**src/pkg/pors_consts.vh**
```
/*
  Constants for the power-on reset sequencer: counts, widths, reset values.
  Assumes inclusion once per compilation unit by its bare name.
*/
`ifndef PORS_CONSTS_VH
`define PORS_CONSTS_VH

`define PORS_WDT_CYCLES     10'h202
`define PORS_WDT_W          10
`define PORS_SETTLE_CYCLES  5'h10
`define PORS_SETTLE_W       5
`define PORS_STATUS_RST     1'h0
`define PORS_STATUS_SET     1'h1
`define PORS_WDT_STEP       10'h001
`define PORS_SETTLE_STEP    5'h01
`define PORS_FETCH_RST      1'h0
`define PORS_HOLD_RST       1'h1

`endif

```
**src/verilog/pors_sequencer.v**
```verilog
/*
  Power-on reset sequencer: holds the core in reset until supply is good,
  then 514 watchdog-oscillator ticks and 16 system clocks have passed.
  Gives a one-cycle vector-fetch strobe and a power-on status flag.
  Assumes all inputs synchronous to ref_clk_i; the watchdog oscillator
  arrives as a one-cycle tick pulse, not as a clock.
  Assumes the reset pin and supply indication are already filtered;
  any low pin or bad supply sample restarts the whole sequence.
*/
`timescale 1ns/1ps
`include "pors_consts.vh"

// Notes on behaviour
// [RULE1] Low reset pin forces and holds reset
// [RULE2] Supply below threshold keeps device in reset
// [RULE3] Supply good starts 514 watchdog-oscillator tick count
// [RULE4] Then count 16 system clocks for settling
// [RULE5] Reset held until both counts complete
// [RULE6] Release lets processor fetch reset vector
// [RULE7] Completed power-on reset sets status flag
// [RULE8] Supply drop or pin reassert restarts sequence
module pors_sequencer
(
  // Clock and reset
  input  wire        ref_clk_i,
  input  wire        rst_i,
  // Partner side
  input  wire        ext_reset_n_i,
  input  wire        supply_good_i,
  input  wire        wdt_osc_tick_i,
  // Status clear from watchdog_control_reg write
  input  wire        por_status_clr_i,
  // Core side
  output wire        core_reset_o,
  output wire        fetch_vector_o,
  output wire        por_status_o,
  output wire [2:0]  seq_state_o
);

  //--------------------------------------------------
  // States
  //--------------------------------------------------
  localparam [2:0] ST_HOLD   = 3'h1;
  localparam [2:0] ST_SETTLE = 3'h2;
  localparam [2:0] ST_RUN    = 3'h4;

  //--------------------------------------------------
  // Sequence and output state
  //--------------------------------------------------
  reg  [2:0]                 state_r;
  reg  [2:0]                 state_nxt;
  reg  [`PORS_WDT_W-1:0]     wdt_cnt_r;
  reg  [`PORS_WDT_W-1:0]     wdt_cnt_nxt;
  reg  [`PORS_SETTLE_W-1:0]  set_cnt_r;
  reg  [`PORS_SETTLE_W-1:0]  set_cnt_nxt;
  reg                        status_r;
  reg                        status_nxt;
  reg                        fetch_r;
  reg                        fetch_nxt;
  reg                        core_reset_r;
  reg                        core_reset_nxt;
  wire                       abort;
  wire                       run_entry;

  //--------------------------------------------------
  // Helpers
  //--------------------------------------------------
  // Last watchdog tick of the start-up delay
  function wdt_last;
    input [`PORS_WDT_W-1:0] cnt;
    begin
      wdt_last = (cnt == (`PORS_WDT_CYCLES - `PORS_WDT_STEP));
    end
  endfunction

  // Last system clock of the settle delay
  function settle_last;
    input [`PORS_SETTLE_W-1:0] cnt;
    begin
      settle_last = (cnt == (`PORS_SETTLE_CYCLES - `PORS_SETTLE_STEP));
    end
  endfunction

  // Step from any other state into run
  function enters_run;
    input [2:0] cur;
    input [2:0] nxt;
    begin
      enters_run = (cur != ST_RUN) && (nxt == ST_RUN);
    end
  endfunction

  assign abort     = ~ext_reset_n_i | ~supply_good_i; // RULE1 RULE2
  assign run_entry = enters_run(state_r, state_nxt);

  //--------------------------------------------------
  // Next state
  //--------------------------------------------------
  always @*
  begin
    state_nxt   = state_r;
    wdt_cnt_nxt = wdt_cnt_r;
    set_cnt_nxt = set_cnt_r;
    case (state_r)
      ST_HOLD:
      begin
        if (wdt_osc_tick_i)
        begin
          if (wdt_last(wdt_cnt_r))
          begin
            wdt_cnt_nxt = {`PORS_WDT_W{1'b0}};
            state_nxt   = ST_SETTLE; // RULE4
          end
          else
          begin
            wdt_cnt_nxt = wdt_cnt_r + `PORS_WDT_STEP; // RULE3
          end
        end
      end
      ST_SETTLE:
      begin
        if (settle_last(set_cnt_r))
        begin
          set_cnt_nxt = {`PORS_SETTLE_W{1'b0}};
          state_nxt   = ST_RUN; // RULE5
        end
        else
        begin
          set_cnt_nxt = set_cnt_r + `PORS_SETTLE_STEP; // RULE4
        end
      end
      ST_RUN:
      begin
        state_nxt = ST_RUN;
      end
      default:
      begin
        state_nxt = ST_HOLD;
      end
    endcase
    // Abort wins over any count progress
    if (abort)
    begin
      state_nxt   = ST_HOLD; // RULE8
      wdt_cnt_nxt = {`PORS_WDT_W{1'b0}};
      set_cnt_nxt = {`PORS_SETTLE_W{1'b0}};
    end
  end

  //--------------------------------------------------
  // Output next values
  //--------------------------------------------------
  // Set wins over a clear in the same cycle
  always @*
  begin
    status_nxt = status_r;
    if (run_entry)
    begin
      status_nxt = `PORS_STATUS_SET; // RULE7
    end
    else if (por_status_clr_i)
    begin
      status_nxt = `PORS_STATUS_RST;
    end
  end

  always @*
  begin
    fetch_nxt = run_entry; // RULE6
  end

  // Registered so the core reset never glitches
  always @*
  begin
    core_reset_nxt = (state_nxt != ST_RUN); // RULE5
  end

  //--------------------------------------------------
  // Sequence registers
  //--------------------------------------------------
  always @(posedge ref_clk_i or posedge rst_i)
  begin
    if (rst_i)
    begin
      state_r   <= ST_HOLD;
      wdt_cnt_r <= {`PORS_WDT_W{1'b0}};
      set_cnt_r <= {`PORS_SETTLE_W{1'b0}};
    end
    else
    begin
      state_r   <= state_nxt;
      wdt_cnt_r <= wdt_cnt_nxt;
      set_cnt_r <= set_cnt_nxt;
    end
  end

  //--------------------------------------------------
  // Output registers
  //--------------------------------------------------
  always @(posedge ref_clk_i or posedge rst_i)
  begin
    if (rst_i)
    begin
      status_r     <= `PORS_STATUS_RST;
      fetch_r      <= `PORS_FETCH_RST;
      core_reset_r <= `PORS_HOLD_RST;
    end
    else
    begin
      status_r     <= status_nxt;
      fetch_r      <= fetch_nxt;
      core_reset_r <= core_reset_nxt;
    end
  end

  //--------------------------------------------------
  // Outputs
  //--------------------------------------------------
  assign core_reset_o   = core_reset_r;
  assign fetch_vector_o = fetch_r;
  assign por_status_o   = status_r;
  assign seq_state_o    = state_r;

endmodule // pors_sequencer

```
**config.mk**
```make
export PLATFORM = sky130hd
export DESIGN_NAME = pors_sequencer
export DESIGN_NICKNAME = d
export VERILOG_FILES = /design/src/verilog/pors_sequencer.v
export VERILOG_INCLUDE_DIRS = /design/src /design/src/pkg
export SDC_FILE = /design/constraint.sdc
export NUM_CORES = 1
export LEC_CHECK = 0
export BUFFER_PORTS_ARGS = -buffer_cell sky130_fd_sc_hd__buf_2
export CORE_MARGIN = 10
export CORE_UTILIZATION = 45
export CTS_CLUSTER_DIAMETER = 60
export DETAILED_ROUTE_END_ITERATION = 12
export GPL_ROUTABILITY_DRIVEN = 0
export PLACE_DENSITY_LB_ADDON = 0.1
export RECOVER_POWER = 50
export SLEW_MARGIN = 20
export SYNTH_ARGS = -nofsm -noshare
export SYNTH_HDL_FRONTEND = slang
export SYNTH_SLANG_ARGS = --single-unit
```
**constraint.sdc**
```tcl
create_clock -name ref_clk_i -period 2.1 [get_ports ref_clk_i]
set_input_delay 0.42 -clock ref_clk_i [delete_from_list [all_inputs] [get_ports ref_clk_i]]
set_output_delay 0.42 -clock ref_clk_i [all_outputs]
set_load 0.05 [all_outputs]
```
==> flow_summary.ini <==
[route]
drcViolationCount = 0
drtAntennaViolNets = 0
wl_per_cell_um = 13.9
finalWirelength_um = 2080
drt_iter0_drc = 19
vias_per_cell = 5.52
firstDrtPassIters = 4
dr_total_vias = 822

[pwr]
p_total_uw = 638
p_per_area_nw_per_um2 = 546
p_leak_nw = 0.520
pwr-share-seq_pct = 63.9
power.internal_uw = 491
irDropWorstVdd_mv = 0.342
p_clk_share_pct = 30.5
netSwitchingPower_uw = 147
pwr-share-comb_pct = 5.6
switching_share_pct = 23.0

[logic_synthesis]
yosysUniqueCellTypes = 33
synthTopCellsByArea = dfrtp_1, xor2_1, dfstp_2, nor2_1, ha_1
synth_area_leader_cell = dfrtp_1
yosys.area_share.adder_pct = 3.58
syn_avg_cell_area_um2 = 9.97
synth_ff_type = dfrtp_1
synth-compound-area-share_pct = 12.4
synth_edf_count = 0
async_reset_ff_share_pct = 100
ys_seq_area_share_pct = 50.4
yosys.area_share.simple_pct = 22.7
muxShareOfSynthArea_pct = 0
yosysTopAreaCellShare_pct = 45.4
synth_cells = 105
synth_top_family_by_area = simple AND/OR/NAND/NOR gates
synth_warnings = 0
ys_ff_latch = 21
synthXorXnorAreaFrac_pct = 8.36
synth_nets = 114
synthesis.area_um2 = 1050

[floorplanning]
core_um2 = 2210
core.rowCount = 17
dieArea_um2 = 4660
initial_core_util_pct = 47.3
die_h_um = 68.2
die_w_um = 68.2
pin_count = 12

[cts]
h-tree-depth = 1
insertion_delay_ns = 0.30
clk_path_buf_depth = 2
cts-resized-gates = 0
cts-buffers-inserted = 3
post_cts.repair.setup_buffers = 0
clock_sinks = 21
clk_pin_slew_ns = 0.12
cts_root_buf = clkbuf_4
cts_tree = built
hold_buffers = 0

[global_routing]
grt_max_degree = 12
track_usage_pct = 10.4
grt_pass1_wl_um = 3760
gr-total-overflow = 0
antenna_found_initial = 0
grt_pass1_vias = 869

[final_layout]
finalNetCount = 131
antenna_cells = 0
areaGrowthSynthToFinish_pct = 11.6
drive_above_1_share_pct = 13.2

[timing]
final.period_utilization_pct = 76.8
fin_skew_ns = 0.00239
rsz0062_at_grt = false
relSlewSlack_pct = 59.9
setup_tns_ns = 0
finalSetupViolCount = 0
worst_pin_slew_ns = 0.602
slew_violations = 0
final-hold-violation-count = 0
max_freq_mhz = 620
period_minus_slack_ns = 1.61

[critical_path]
crit_path_start_kind = flip-flop
rrSetupSlack_ns = 0.49
cp-end-kind = primary output
cp_slowest_cell = dfstp_2
rr_endpoint = wdt_cnt_r[9]
crit-reg2reg-launch = seq_state_o[0]
ff2ff_path_depth = 4
cp_top_family = flip-flops
max_stage_delay_ns = 0.61
crit_buf_inv = 1
cp_max_fo = 8
worstSetupPathType = flip-flop to primary output
cp_data_arrival_time_ns = 1.19
required_ns = 1.68
crit_start = seq_state_o[0]
cp_cell_sequence = buf_2

[placement]
port_buffers = 11
dp.final_hpwl_um = 1550

[job]
cap_violations = 0

[min_path]
hp-class = primary input to async pin

[run_status]
outcome = finished clean
[metal layers]
layer / share of wire [%] / global-route usage [%] / routed length (um) / vias up
li1: - / - / - / 411
met1: 47 / 12.5 / 973 / 387
met2: 47 / 17.3 / 975 / 20
met3: 4.5 / 2.28 / 94 / 4
met4: 1.5 / 4.77 / 31 / 0
met5: 0 / 0 / 0 / -
[sequential cells by signal, summed over array words and instances (netlist names)]
register	cells
set_cnt_r	5
seq_state_o	3
fetch_vector_o	1
core_reset_o	1
wdt_cnt_r	10
por_status_o	1
[metrics by stage]
| stage | instances | hold WS (ns) | util, % | setup WS (ns) | area (um2) |
|---|---|---|---|---|---|
| after floorplan | 105 | 0.395 | - | 0.437 | 1050 |
| after global placement | 145 | 0.429 | 51.9 | 0.536 | 1150 |
| after detailed placement | 145 | 0.438 | 51.9 | 0.508 | 1150 |
| after CTS | 149 | 0.0935 | 53.1 | 0.472 | 1170 |
| after global routing | 149 | 0.119 | 52.8 | 0.341 | 1170 |
| final | 149 | 0.0771 | 52.8 | 0.486 | 1170 |
[logic make-up after synthesis]
kind of cell,count (synthesis)
fa+ha+maj,3
xor+xnor,10
simple gates,45
flops,21
compound gates,20
buf+inv,6
[Yosys cell counts (all sizes together) (2+ instances only)]
cell	number
nor3	3
o2111ai	3
o21ai	4
xnor2	2
inv	4
nand3	2
nand2	10
or3	2
o211ai	3
a21oi	5
a31oi	2
ha	3
xor2	8
and4	2
nor3b	2
dfrtp	19
and3	3
dfstp	2
nor2	13
[power groups by stage]
stage / sequential [mW] / combinational, mW / clock (mW)
final: 0.408 / 0.0358 / 0.194
after global routing: 0.408 / 0.0415 / 0.222
after CTS: 0.408 / 0.0381 / 0.205
after detailed placement: 0.415 / 0.0372 / 0
after global placement: 0.415 / 0.0372 / 0
after floorplan: 0.415 / 0.0229 / 0
[final cells by class]
| class | count | area (um2) |
|---|---|---|
| Tap cell | 28 | 35.0 |
| Sequential cell | 21 | 528 |
| Fill cell | 220 | 1040 |
| Multi-Input combinational cell | 78 | 493 |
| Timing Repair Buffer | 14 | 71.3 |
| Inverter | 4 | 15.0 |
| Clock buffer | 4 | 26.3 |
[worst max-delay path by stage]
stage	to	slack, ns	cells past startpoint
2_1_floorplan	wdt_cnt_r[3]	0.44	5
6_report	seq_state_o[0]	0.49	1
3_5_place_dp	wdt_cnt_r[9]	0.51	4
3_3_place_gp	wdt_cnt_r[9]	0.54	4
5_1_grt	wdt_cnt_r[4]	0.34	6
4_1_cts	seq_state_o[0]	0.47	1
[cell usage in the layout (no fill, tap or decap), drive strengths merged, types with 2 or more instances in the layout]
cell,n
dfrtp,19
nor2,13
buf,11
nand2,10
xor2,8
clkbuf,7
a21oi,5
inv,4
o21ai,4
o2111ai,3
nor3,3
o211ai,3
and3,3
ha,3
nor3b,2
nand3,2
a31oi,2
xnor2,2
or3,2
and4,2
dfstp,2
Power figures use the tool's default switching activity.
